### config.mk
export PLATFORM = sky130hd
export DESIGN_NAME = bsdx_exec
export DESIGN_NICKNAME = d
export VERILOG_FILES = /design/src/rtl/bsdx_pkg.sv /design/src/rtl/bsdx_addr_form.sv /design/src/rtl/bsdx_exec.sv
export VERILOG_INCLUDE_DIRS = /design/src /design/src/rtl
export SDC_FILE = /design/constraint.sdc
export NUM_CORES = 2
export LEC_CHECK = 0
export BUFFER_PORTS_ARGS = -buffer_cell sky130_fd_sc_hd__buf_2
export CORE_UTILIZATION = 45
export DETAILED_ROUTE_END_ITERATION = 16
export GPL_ROUTABILITY_DRIVEN = 0
export SLEW_MARGIN = 20
export SYNTH_ARGS = -nofsm -noshare
export SYNTH_HDL_FRONTEND = slang
export SYNTH_SLANG_ARGS = --single-unit
### constraint.sdc
create_clock -name mclk -period 14.3 [get_ports mclk]
set_input_delay 0.715 -clock mclk [delete_from_list [all_inputs] [get_ports mclk]]
set_output_delay 0.715 -clock mclk [all_outputs]
set_load 0.01 [all_outputs]
### src/rtl/bsdx_defs.svh
// constants for the branch, state and diagnostic execution unit
// assumes doc bit k of a 36-bit word sits at vector bit 35-k
`ifndef BSDX_DEFS_SVH
`define BSDX_DEFS_SVH

// ****************************************************
// operation codes (7-bit f field) and field positions
// ****************************************************
`define BSDX_OPC_DJG 7'h21
`define BSDX_OPC_LAJ 7'h22
`define BSDX_OPC_JXS 7'h23
`define BSDX_OPC_LGM 7'h24
`define BSDX_OPC_SGM 7'h25
`define BSDX_OPC_LOOP_CTRL_SAVE 7'h26
`define BSDX_OPC_LOOP_CTRL_RESTORE 7'h27
`define BSDX_OPC_STK 7'h28
`define BSDX_OPC_GI 7'h29
`define BSDX_OPC_TS 7'h2A
`define BSDX_OPC_TC 7'h2B
`define BSDX_OPC_DGR 7'h2C
`define BSDX_OPC_DGW 7'h2D
`define BSDX_F_HI 35
`define BSDX_F_LO 29
`define BSDX_T_BIT 28
`define BSDX_R1_HI 25
`define BSDX_R1_LO 22
`define BSDX_B_HI 21
`define BSDX_B_LO 18
`define BSDX_G3_HI 15
`define BSDX_G3_LO 12
`define BSDX_U_HI 15
`define BSDX_U_LO 0
`define BSDX_GI_HI 25

// ****************************************************
// storage function codes, stack word, misc
// ****************************************************
`define BSDX_FN_READ 6'h02
`define BSDX_FN_TSET 6'h06
`define BSDX_FN_TCLR 6'h07
`define BSDX_FN_WR1 6'h09
`define BSDX_FN_WR2 6'h0A
`define BSDX_FN_DGW 6'h19
`define BSDX_FN_DGR 6'h1A
`define BSDX_PTR_HI 23
`define BSDX_UB_HI 47
`define BSDX_UB_LO 24
`define BSDX_LB_HI 71
`define BSDX_LB_LO 48
`define BSDX_TS_BIT 66
`define BSDX_TS_PAT 6'h01
`define BSDX_LC_LAST 3'h7
`define BSDX_NREG 16
`define BSDX_NLC 8

`endif

### src/rtl/bsdx_pkg.sv
// types shared by the execution unit and its address former
// assumes bsdx_defs.svh is on the include path
package bsdx_pkg;

	// ****************************************************
	// decoded operations and sequencer states
	// ****************************************************
	typedef enum logic [3:0] {
		BSDX_OP_DJG, BSDX_OP_LAJ, BSDX_OP_JXS, BSDX_OP_LGM, BSDX_OP_SGM,
		BSDX_OP_LOOP_CTRL_SAVE, BSDX_OP_LOOP_CTRL_RESTORE, BSDX_OP_STACK_ADVANCE, BSDX_OP_STACK_RETRACT, BSDX_OP_GI,
		BSDX_OP_TS, BSDX_OP_TC, BSDX_OP_DGR, BSDX_OP_DGW, BSDX_OP_OTHER
	} bsdx_op_type;

	typedef enum logic [1:0] {BSDX_ST_IDLE, BSDX_ST_REQ, BSDX_ST_RSP} bsdx_state_type;

	// ****************************************************
	// storage request and answer carriers
	// ****************************************************
	typedef struct packed {
		logic [5:0] func;
		logic [35:0] addr;
		logic dbl;
		logic [71:0] wdata;
		logic apar;
		logic fpar;
		logic wpar;
	} bsdx_mreq_type;

	typedef struct packed {
		logic [71:0] rdata;
		logic par_err;
	} bsdx_mrsp_type;

endpackage

### src/rtl/bsdx_addr_form.sv
// cross-segment virtual address former: base word plus 16-bit u field
// purely combinational, used by the execution unit for b/u addressing
`timescale 1ns/1ps

module bsdx_addr_form
	import bsdx_pkg::*;
(
	input wire logic [35:0] base,
	input wire logic [15:0] u,
	output logic [35:0] target
);

	// ****************************************************
	// address sum
	// ****************************************************
	logic [16:0] sum;

	// carry out lands in the bit below the merged pair
	assign sum = {1'b0, base[15:0]} + {1'b0, u};
	assign target = {base[35:18], base[17] | base[16], sum[16], sum[15:0]};

endmodule

### src/rtl/bsdx_exec.sv
// branch, state and diagnostic instruction execution unit
// assumes one instruction offered at a time and a storage unit that answers
// every request once; all inputs are synchronous to mclk
// How it works
// - decrement left word of G(r1); segment-local jump only if result above zero
// - decrement overflow wraps silently, no interrupt, next instruction follows
// - load-address-jump with nonzero b: PAR gets target, G(r1) gets next address
// - no limit check or translation here; target fetch reports faults
// - non-local-jump flag set by external-segment jump and nonzero-b load-address-jump, cleared by every other instruction
// - zero b: displacement ignored, PAR untouched, only next address written
// - external-segment jump stores nothing; zero b takes state register 12
// - multi load/store walks consecutive storage from G(g3) sampled at start
// - register numbers wrap 15 to 0; equal first and last moves one register
// - type clear moves left 36 bits; set moves 72 bits from even address
// - loop-control save and restore move eight double words at even address
// - stack advance increments S7 pointer; above upper bound or overflow interrupts
// - stack advance decodes as opcode followed by 29 zero bits
// - stack retract: opcode, a one, 28 zeros; below lower bound interrupts
// - generate-interrupt raises external interrupt; bits 10-35 passed to software
// - test-and-set sets condition code from bit 5, writes 000001 to bits 0-5
// - test and write indivisible at storage; local segment reference interrupts
// - test-and-clear matches test-and-set but writes zeros to bits 0-5
// - diagnostic read: bad parity answer interrupts, else data loads G(g1)
// - either diagnostic instruction sets diagnose-executed flag
// - diagnostic write drives bad parity on all parity bits unless local
`timescale 1ns/1ps
`include "bsdx_defs.svh"

module bsdx_exec
	import bsdx_pkg::*;
(
	input wire logic mclk,
	input wire logic rst,
	input wire logic ce,
	input wire logic ins_valid,
	input wire logic [35:0] ins_word,
	output logic ins_ready,
	input wire logic [35:0] state12,
	input wire logic [17:0] local_seg,
	input wire logic s7_wr,
	input wire logic [71:0] s7_wdata,
	output logic mem_req_valid,
	input wire logic mem_req_ready,
	output bsdx_mreq_type mem_req,
	input wire logic mem_rsp_valid,
	input wire bsdx_mrsp_type mem_rsp,
	output logic [35:0] par_q,
	output logic [1:0] scc_q,
	output logic nlj_q,
	output logic diag_q,
	output logic [71:0] s7_q,
	output logic int_internal_q,
	output logic int_external_q,
	output logic [25:0] gi_info_q,
	output logic done_q
);

	// ****************************************************
	// helper functions
	// ****************************************************
	function automatic bsdx_op_type decode_op(input logic [35:0] w);
		logic [6:0] f;
		f = w[`BSDX_F_HI:`BSDX_F_LO];
		decode_op = BSDX_OP_OTHER;
		unique case (f)
			`BSDX_OPC_DJG: decode_op = BSDX_OP_DJG;
			`BSDX_OPC_LAJ: decode_op = BSDX_OP_LAJ;
			`BSDX_OPC_JXS: decode_op = BSDX_OP_JXS;
			`BSDX_OPC_LGM: decode_op = BSDX_OP_LGM;
			`BSDX_OPC_SGM: decode_op = BSDX_OP_SGM;
			`BSDX_OPC_LOOP_CTRL_SAVE: decode_op = BSDX_OP_LOOP_CTRL_SAVE;
			`BSDX_OPC_LOOP_CTRL_RESTORE: decode_op = BSDX_OP_LOOP_CTRL_RESTORE;
			`BSDX_OPC_STK: begin
				// trailing bits must be exact, else not a stack op
				if (w[28:0] == 29'h0) decode_op = BSDX_OP_STACK_ADVANCE;
				else if (w[28:0] == 29'h10000000) decode_op = BSDX_OP_STACK_RETRACT;
			end
			`BSDX_OPC_GI: decode_op = BSDX_OP_GI;
			`BSDX_OPC_TS: decode_op = BSDX_OP_TS;
			`BSDX_OPC_TC: decode_op = BSDX_OP_TC;
			`BSDX_OPC_DGR: decode_op = BSDX_OP_DGR;
			`BSDX_OPC_DGW: decode_op = BSDX_OP_DGW;
			default: decode_op = BSDX_OP_OTHER;
		endcase
	endfunction
	// odd parity over a word
	function automatic logic odd_par(input logic [71:0] x);
		odd_par = ~^x;
	endfunction
	function automatic logic is_local(input logic [35:0] a, input logic [17:0] seg);
		is_local = (a[35:18] == seg);
	endfunction

	// ****************************************************
	// state
	// ****************************************************
	logic [71:0] g_q [`BSDX_NREG];
	logic [71:0] lc_q [`BSDX_NLC];
	bsdx_state_type st_q;
	bsdx_op_type op_q;
	logic [3:0] idx_q;
	logic [3:0] last_q;
	logic [3:0] g1_q;
	logic dbl_q;
	logic [35:0] addr_q;

	// ****************************************************
	// decode of the offered instruction
	// ****************************************************
	wire accept = ce && ins_valid && (st_q == BSDX_ST_IDLE);
	wire bsdx_op_type op_w = decode_op(ins_word);
	wire [3:0] r1_w = ins_word[`BSDX_R1_HI:`BSDX_R1_LO];
	wire [3:0] b_w = ins_word[`BSDX_B_HI:`BSDX_B_LO];
	wire [3:0] g3_w = ins_word[`BSDX_G3_HI:`BSDX_G3_LO];
	wire [15:0] u_w = ins_word[`BSDX_U_HI:`BSDX_U_LO];
	wire t_w = ins_word[`BSDX_T_BIT];
	wire b_zero = (b_w == 4'h0);
	wire [35:0] par_next = par_q + 36'h1;
	wire [35:0] local_tgt = {par_q[35:18], 2'b00, u_w};
	wire [35:0] bu_tgt;
	bsdx_addr_form u_addr (
		.base(g_q[b_w][71:36]),
		.u(u_w),
		.target(bu_tgt)
	);
	// decrement wraps in 36 bits; a negative word that wraps positive falls through
	wire [35:0] djg_dec = g_q[r1_w][71:36] - 36'h1;
	wire djg_take = !g_q[r1_w][71] && !djg_dec[35] && (djg_dec != 36'h0);
	// stack pointer arithmetic with field carry and borrow
	wire [24:0] ptr_inc = {1'b0, s7_q[`BSDX_PTR_HI:0]} + 25'h1;
	wire [24:0] ptr_dec = {1'b0, s7_q[`BSDX_PTR_HI:0]} - 25'h1;
	wire stk_up_bad = ptr_inc[24] || (ptr_inc[23:0] > s7_q[`BSDX_UB_HI:`BSDX_UB_LO]);
	wire stk_dn_bad = ptr_dec[24] || (ptr_dec[23:0] < s7_q[`BSDX_LB_HI:`BSDX_LB_LO]);

	// storage start address per operation, taken at issue
	wire multi_w = (op_w == BSDX_OP_LGM) || (op_w == BSDX_OP_SGM);
	wire lcx_w = (op_w == BSDX_OP_LOOP_CTRL_SAVE) || (op_w == BSDX_OP_LOOP_CTRL_RESTORE);
	wire diag_w = (op_w == BSDX_OP_DGR) || (op_w == BSDX_OP_DGW);
	wire tst_w = (op_w == BSDX_OP_TS) || (op_w == BSDX_OP_TC);
	wire [35:0] start_addr = (multi_w || diag_w) ? g_q[g3_w][71:36] : bu_tgt;
	wire start_dbl = (multi_w && t_w) || lcx_w;
	// odd address on a double transfer is refused with an internal interrupt
	wire odd_fault = start_dbl && start_addr[0];
	wire ts_local = tst_w && is_local(start_addr, local_seg);
	wire mem_go = (multi_w || lcx_w || diag_w || tst_w) && !odd_fault && !ts_local;
	wire start_lc = lcx_w;

	// ****************************************************
	// storage request assembly
	// ****************************************************
	wire ldx = (op_q == BSDX_OP_LGM) || (op_q == BSDX_OP_LOOP_CTRL_RESTORE) || (op_q == BSDX_OP_DGR);
	wire dgw_bad = (op_q == BSDX_OP_DGW) && !is_local(addr_q, local_seg);
	logic [5:0] func_w;
	logic [71:0] wdata_w;

	// function code and write data by operation
	always_comb begin
		func_w = `BSDX_FN_READ;
		wdata_w = 72'h0;
		unique case (op_q)
			BSDX_OP_SGM: begin
				func_w = dbl_q ? `BSDX_FN_WR2 : `BSDX_FN_WR1;
				wdata_w = dbl_q ? g_q[idx_q] : {g_q[idx_q][71:36], 36'h0};
			end
			BSDX_OP_LOOP_CTRL_SAVE: begin
				func_w = `BSDX_FN_WR2;
				wdata_w = lc_q[idx_q[2:0]];
			end
			BSDX_OP_TS: begin
				func_w = `BSDX_FN_TSET;
				wdata_w = {`BSDX_TS_PAT, 66'h0};
			end
			BSDX_OP_TC: begin
				func_w = `BSDX_FN_TCLR;
				wdata_w = 72'h0;
			end
			BSDX_OP_DGR: func_w = `BSDX_FN_DGR;
			BSDX_OP_DGW: begin
				func_w = `BSDX_FN_DGW;
				wdata_w = {g_q[g1_q][71:36], 36'h0};
			end
			default: func_w = `BSDX_FN_READ;
		endcase
	end

	// non-local diagnostic write flips every parity bit it sends
	assign mem_req.func = func_w;
	assign mem_req.addr = addr_q;
	assign mem_req.dbl = dbl_q;
	assign mem_req.wdata = wdata_w;
	assign mem_req.apar = odd_par({36'h0, addr_q}) ^ dgw_bad;
	assign mem_req.fpar = odd_par({66'h0, func_w}) ^ dgw_bad;
	assign mem_req.wpar = odd_par(wdata_w) ^ dgw_bad;
	assign mem_req_valid = (st_q == BSDX_ST_REQ);
	assign ins_ready = (st_q == BSDX_ST_IDLE);

	wire rsp_take = ce && (st_q == BSDX_ST_RSP) && mem_rsp_valid;
	wire seq_last = (idx_q == last_q);
	wire seq_more = rsp_take && !seq_last && (op_q != BSDX_OP_DGR) &&
		(op_q != BSDX_OP_DGW) && (op_q != BSDX_OP_TS) && (op_q != BSDX_OP_TC);

	// ****************************************************
	// sequencer
	// ****************************************************
	always_ff @(posedge mclk) begin
		if (rst) begin
			st_q <= BSDX_ST_IDLE;
			op_q <= BSDX_OP_OTHER;
			idx_q <= 4'h0;
			last_q <= 4'h0;
			g1_q <= 4'h0;
			dbl_q <= 1'b0;
			addr_q <= 36'h0;
		end else if (ce) begin
			unique case (st_q)
				BSDX_ST_IDLE: if (accept && mem_go) begin
					st_q <= BSDX_ST_REQ;
					op_q <= op_w;
					// start address held, so loading G(g3) cannot move it
					addr_q <= start_addr;
					dbl_q <= start_dbl;
					idx_q <= start_lc ? 4'h0 : (multi_w ? r1_w : 4'h0);
					last_q <= start_lc ? {1'b0, `BSDX_LC_LAST} : (multi_w ? b_w : 4'h0);
					g1_q <= r1_w;
				end
				BSDX_ST_REQ: if (mem_req_ready) st_q <= BSDX_ST_RSP;
				BSDX_ST_RSP: if (mem_rsp_valid) begin
					st_q <= seq_more ? BSDX_ST_REQ : BSDX_ST_IDLE;
					// 4-bit index wraps 15 to 0 by itself
					idx_q <= idx_q + 4'h1;
					addr_q <= addr_q + (dbl_q ? 36'h2 : 36'h1);
				end
				default: st_q <= BSDX_ST_IDLE;
			endcase
		end
	end

	// ****************************************************
	// general registers and loop-control block
	// ****************************************************
	always_ff @(posedge mclk) begin
		if (rst) begin
			for (int i = 0; i < `BSDX_NREG; i++) g_q[i] <= 72'h0;
			for (int i = 0; i < `BSDX_NLC; i++) lc_q[i] <= 72'h0;
		end else if (ce) begin
			if (accept && op_w == BSDX_OP_DJG) begin
				g_q[r1_w][71:36] <= djg_dec;
			end else if (accept && op_w == BSDX_OP_LAJ) begin
				g_q[r1_w][71:36] <= par_next;
			end
			if (rsp_take && ldx) begin
				if (op_q == BSDX_OP_LOOP_CTRL_RESTORE) begin
					lc_q[idx_q[2:0]] <= mem_rsp.rdata;
				end else if (op_q == BSDX_OP_DGR) begin
					if (!mem_rsp.par_err) g_q[g1_q][71:36] <= mem_rsp.rdata[71:36];
				end else if (dbl_q) begin
					g_q[idx_q] <= mem_rsp.rdata;
				end else begin
					g_q[idx_q][71:36] <= mem_rsp.rdata[71:36];
				end
			end
		end
	end

	// ****************************************************
	// program address, flags, stack word
	// ****************************************************
	always_ff @(posedge mclk) begin
		if (rst) begin
			par_q <= 36'h0;
			nlj_q <= 1'b0;
			diag_q <= 1'b0;
			s7_q <= 72'h0;
		end else if (ce) begin
			if (accept) begin
				// target goes in untranslated; fetch of it reports faults
				unique case (op_w)
					BSDX_OP_DJG: par_q <= djg_take ? local_tgt : par_next;
					BSDX_OP_LAJ: par_q <= b_zero ? par_q : bu_tgt;
					BSDX_OP_JXS: par_q <= b_zero ? state12 : bu_tgt;
					default: par_q <= par_next;
				endcase
				nlj_q <= (op_w == BSDX_OP_LAJ && !b_zero) || (op_w == BSDX_OP_JXS);
				if (diag_w) diag_q <= 1'b1;
			end
			// stack pointer field is written even on a bound fault
			if (accept && op_w == BSDX_OP_STACK_ADVANCE) begin
				s7_q[`BSDX_PTR_HI:0] <= ptr_inc[23:0];
			end else if (accept && op_w == BSDX_OP_STACK_RETRACT) begin
				s7_q[`BSDX_PTR_HI:0] <= ptr_dec[23:0];
			end else if (s7_wr) begin
				s7_q <= s7_wdata;
			end
		end
	end

	// ****************************************************
	// condition code, interrupts, completion
	// ****************************************************
	wire int_in_w = accept && ((op_w == BSDX_OP_STACK_ADVANCE && stk_up_bad) ||
		(op_w == BSDX_OP_STACK_RETRACT && stk_dn_bad) || odd_fault || ts_local);
	wire int_ex_w = (accept && op_w == BSDX_OP_GI) ||
		(rsp_take && op_q == BSDX_OP_DGR && mem_rsp.par_err);

	always_ff @(posedge mclk) begin
		if (rst) begin
			scc_q <= 2'b00;
			int_internal_q <= 1'b0;
			int_external_q <= 1'b0;
			gi_info_q <= 26'h0;
			done_q <= 1'b0;
		end else if (ce) begin
			int_internal_q <= int_in_w;
			int_external_q <= int_ex_w;
			done_q <= (accept && !mem_go) || (rsp_take && !seq_more);
			if (accept && op_w == BSDX_OP_GI) gi_info_q <= ins_word[`BSDX_GI_HI:0];
			// storage performs the tested write atomically
			if (rsp_take && (op_q == BSDX_OP_TS || op_q == BSDX_OP_TC)) begin
				scc_q <= {1'b0, mem_rsp.rdata[`BSDX_TS_BIT]};
			end
		end
	end
endmodule

### Yosys cells after proc, flatten, opt, wreduce, memory -nomap -nowiden

Memories as Yosys holds them, arrays and structs flattened. A register that Yosys moved wholly into a read port is not among the register bits.
Index checks and enable logic that the tools add are counted.

| storage, ports and cells | value |
|---|---|
| bits in registers | 195 |
| latch bits | 0 |
| bits in writable memories | 1728 |
| ROM bits | 0 |
| input port bits | 242 |
| output and inout port bits | 261 |
| memories kept | 2 |

Memories:

| name | depth | bits a word | rd ports | clocked after memory_dff | wr ports | RTL line | text |
|---|---|---|---|---|---|---|---|
| g_q | 16 | 72 | 5 | 2 | 16 | bsdx_exec.sv:97 | `` logic [71:0] g_q [`BSDX_NREG]; `` |
| lc_q | 8 | 72 | 1 | 1 | 8 | bsdx_exec.sv:98 | `` logic [71:0] lc_q [`BSDX_NLC]; `` |

| cells by class | value |
|---|---|
| add/sub/neg operators | 7 |
| $mul | 0 |
| div/mod/pow operators | 0 |
| magnitude comparators | 2 |
| equality and inequality tests | 49 |
| shift operators | 0 |
| multiplexer cells | 88 |
| bitwise logic cells | 8 |
| reduce and logical (&&, ||, !) cells | 87 |

Operator list:

| cell | number |
|---|---|
| 36-bit two-way mux | 9 |
| 72-bit two-way mux | 4 |
| 72-bit case mux with 4 select lines | 1 |
| 72-bit OR reduction | 4 |
| 72-bit XNOR reduction | 3 |
| 36-bit case mux with 3 select lines | 1 |
| 7-bit by 6-bit equality test with 1-bit output, second input constant | 13 |
| 24-bit two-way mux | 3 |
| 36-bit case mux with 2 select lines | 1 |
| 4-bit two-way mux | 14 |
| 4-bit case mux with 13 select lines | 1 |
| 4-bit equality test, second input constant | 10 |
| 1-bit two-way mux | 39 |
| 36-bit by 1-bit adder with 36-bit output, second input constant | 1 |
| 36-bit by 2-bit adder with 36-bit output | 1 |
| 18-bit equality test | 2 |
| 36-bit nonzero test | 1 |
| 36-bit by 1-bit subtractor with 36-bit output, second input constant | 1 |
| 1-bit logical AND | 33 |
| 5-bit case mux with 6 select lines | 1 |
| 29-bit equality test, second input constant | 1 |
| 29-bit logical NOT | 1 |
| 4-bit by 3-bit equality test with 1-bit output, second input constant | 7 |
| 24-bit by 1-bit adder with 25-bit output, second input constant | 1 |
| other kinds (29) | 88 |

### Logic depth before layout (Yosys ltp)

| logic depth | value |
|---|---|
| depth in word-level cells | 17 |
| gate-level depth with buffers | 23 |
| gate-level depth less buffers | 20 |

### By module

A second synthesis with hierarchy kept.

| second synthesis, totals | value |
|---|---|
| cell total of the unflattened synthesis | 8304 |
| area, all modules | 111617.0 µm² |

Modules (own cells, without submodules):

| module | instances | cells each | area each (µm²) |
|---|---|---|---|
| bsdx_exec | 1 | 8175 | 110619.8 |
| bsdx_addr_form | 1 | 129 | 997.2 |

### Worst setup path before layout

No wires, ideal clock.

| timing path | value |
|---|---|
| kind | reg-to-reg |
| start | register op_q[0] |
| end | memory lc_q[7][0], enable pin |
| library setup time | 0.602 ns |
| arrival time | 6.798 ns |
| required time | 13.698 ns |
| setup slack | 6.900 ns |
| stages on the path, launching flop included | 10 |
| path buffers | 5 |
| clock period less this slack | 7.400 ns |
| cells stage by stage | dfxtp_1 clkbuf_1 clkbuf_1 clkbuf_1 clkbuf_1 nor2_1 nand4_1 or2_2 clkbuf_1 o21ai_0 |

RTL lines:

| element | RTL line | text |
|---|---|---|
| start, declared | bsdx_exec.sv:100 | `bsdx_op_type op_q;` |
| start signal, assigned | bsdx_exec.sv:218 | `op_q <= op_w;` |
| end, declared | bsdx_exec.sv:98 |  |

==> flow_metrics.tcl <==
set metrics [dict create \
    status "finished, final reports clean" \
    wl_um 434100 \
    critPathKind "flop to primary output" \
    post-cts-setup-buffer-count 0 \
    synth-edff-count 1728 \
    r2r_start "st_q[1]" \
    fmax_mhz 121.8 \
    worstHoldPathType "primary input to flop" \
    boundaryPins 503 \
    finalSetupViolCount 0 \
    min_path_cells 3 \
    insertion_delay_ps 960 \
    worstMarginPinSlew_ps 1227 \
    worstHoldStart "ins_word[17]" \
    cts-htree-levels 4 \
    power.density_nw_per_um2 109.0 \
    synth.area.top_cells "edfxtp_1 (46%), mux4_2 (22%), and2_1 (6.6%)" \
    grt-busiest-layer "met2" \
    syn_inst 8544 \
    fin_nets 9056 \
    placed_cell_area_um2 118100 \
    track_usage 0.3416 \
    yosys.area.top_type "edfxtp_1" \
    end_kind "primary output" \
    clock_skew_ps 114.7 \
    yosysSeqAreaShare 0.4991 \
    fin_setup_tns_ps 0 \
    clk_path_buf_depth 3 \
    start_kind "flop" \
    synth_area_per_cell_um2 13.12 \
    ys_ff_latch 1931 \
    synth_xor_area_frac 0.02014 \
    synth_most_common_cell "edfxtp_1" \
    drc 0 \
    synth_adder_area_share 0.01018 \
    synthSimpleGateAreaFrac 0.1364 \
    synth.top_cell.area_share 0.4628 \
    drtPass1Iterations 8 \
    synth_top_family_by_area "multiplexers" \
    post-route-min-period_ps 8209 \
    dr.first_iter.drc_count 12840 \
    grt_pass1_vias 79740 \
    hpwlAfterDp_um 268800 \
    synthMuxAreaShare 0.2422 \
    wire_per_inst_um 35.46 \
    ant_nets 0 \
    critPathRequiredTime_ps 13590 \
    die_area_um2 251200 \
    grtUsageMet2 0.5043 \
    hold_viol 0 \
    root_buffer "clkbuf_16" \
    antenna_found_initial 69 \
    syn_to_final_growth_pct 11.81 \
    final_util 0.5078 \
    initial_core_util 0.4542 \
    stdcell_area_um2 125400 \
    power_leakage_nw 43.46 \
    drive_gt1_frac 0.2635 \
    grt-ovfl-total 0 \
    grt_max_degree 124 \
    finalCritPeriodShare 0.5740 \
    slew_headroom 0.1586 \
    rr_worst_depth 14 \
    met1_usage 0.4282 \
    maxCapViolCount 0 \
    core_area_um2 246800 \
    drv_slew 0 \
    crit_fanout 46 \
    synth_compound_area_frac 0.06062 \
    gr-usage-met3 0.1313 \
    port-buffer-count 500 \
    clk_pin_slew_ps 60 \
    synth_common_cells "edfxtp_1 (1728), and2_1 (1174), mux4_2 (1073)" \
    ys_warn_count 0 \
    tritoncts "yes" \
    cts_buffers 213 \
    fin_hold_ws_ps 65.54 \
    vias 82960 \
    syn_area_um2 112100 \
    crit_arrival_ps 7490 \
    synth_cell_types 104 \
    vdd_drop_max_mv 0.1307 \
    num_rows 182 \
    cts.sinks 1931 \
    fp.dieH_um 501.2 \
    grt_pass1_wl_um 606100 \
    postSynth.asyncResetShare 0 \
    vias_per_cell 6.777 \
    ys.flop_type "edfxtp_1" \
    die-width_um 501.2 \
    rsz0062_at_grt "false" \
]
-- worst max-delay path, cell delays in order, from the launching register on --
cell and delay [ps]:
dfxtp_4 820, buf_4 890, buf_4 890, mux4_2 590
mux2i_1 250, o211ai_1 240, xnor2_1 210, xnor2_1 220
xnor2_1 180, xnor2_1 660, xnor3_1 640, xnor3_1 630
buf_2 210
-- area by class of cell --
type	count	area, um^2
Timing Repair Buffer	729	4368
Clock inverter	144	1588
Tap cell	3312	4144
Multi-Input combinational cell	5756	53320
Sequential cell	1931	55980
Fill cell	21070	121500
Clock buffer	250	5538
Inverter	93	352.8
Antenna cell	27	67.56
-- layer usage --
metal | up-vias | wire, um
met4 | 44 | 29380
met2 | 6676 | 188400
met5 | - | 304
li1 | 33000 | -
met3 | 1450 | 65190
met1 | 41790 | 150900
-- per-stage QoR --
step	cells	total power [mW]	worst slack, ps
after floorplan	8545	7.457	6900
after global placement	11820	8.043	5880
after detailed placement	11820	8.073	5734
after CTS	12220	13.65	5915
after global routing	12230	13.98	5637
final	12240	13.67	6091
-- cells by family (layout without fill, tap and decap cells) --
group | count (synthesis) | in the layout
AO/OA/AOI/OAI | 1021 | 1021
other | 1 | 29
buffers and inverters | 858 | 1216
multiplexers | 1362 | 1362
flip-flops | 1931 | 1931
AND/OR/NAND/NOR | 3031 | 3031
adder cells (fa/ha/maj) | 90 | 90
XOR/XNOR | 250 | 250
-- sequential cells by signal, summed over array words and instances, names as in the netlist, 4 cells and up, named ones only --
register / flops
g_q: 1152
lc_q: 576
s7_q: 72
addr_q: 36
par_q: 36
gi_info_q: 26
g1_q: 4
idx_q: 4
last_q: 4
op_q: 4
-- worst paths after layout --
path | to | slack, ps
worst max-delay path | mem_req[0] | 6090
worst min-delay path | gi_info_q[17] | 70
worst max register to register | g_q[4][49] | 7180
worst min register to register | gi_info_q[8] | 450
-- cell usage in the layout, fill, tap and decap left out, types with 32 or more instances in the layout --
master	Yosys	final
a211oi_1	78	74
a21oi_1	253	242
a221oi_1	37	37
a22oi_1	101	101
and2_1	1174	1174
and3_1	35	34
buf_2	77	489
buf_4	13	225
clkbuf_16	0	214
clkinv_1	1	50
clkinv_2	0	45
dfxtp_1	203	194
edfxtp_1	1728	1728
ha_1	88	88
inv_1	89	89
mux2_2	55	55
mux2i_1	226	225
mux4_2	1073	1073
nand2_1	526	494
nand2_2	2	34
nand3_1	69	68
nor2_1	928	900
nor2b_1	41	39
nor3_1	80	78
nor4_1	34	32
o211ai_1	50	50
o21ai_0	217	193
xnor2_1	163	163
xor2_1	82	82
-- where the power goes --
part	total (mW)	switching (mW)	internal, mW	leakage [nW]
clock	5.65	2.47	3.18	3.45
combinational	1.54	0.987	0.554	20.9
sequential	6.48	0.144	6.33	19.1
total	13.7	3.60	10.1	43.5
-- timing repair --
item                                   CTS  global route
hold buffers                             2             0
resized for setup                        0             0
endpoints found under the hold margin    2             0
No activity file was read; power rests on OpenSTA's default activity.
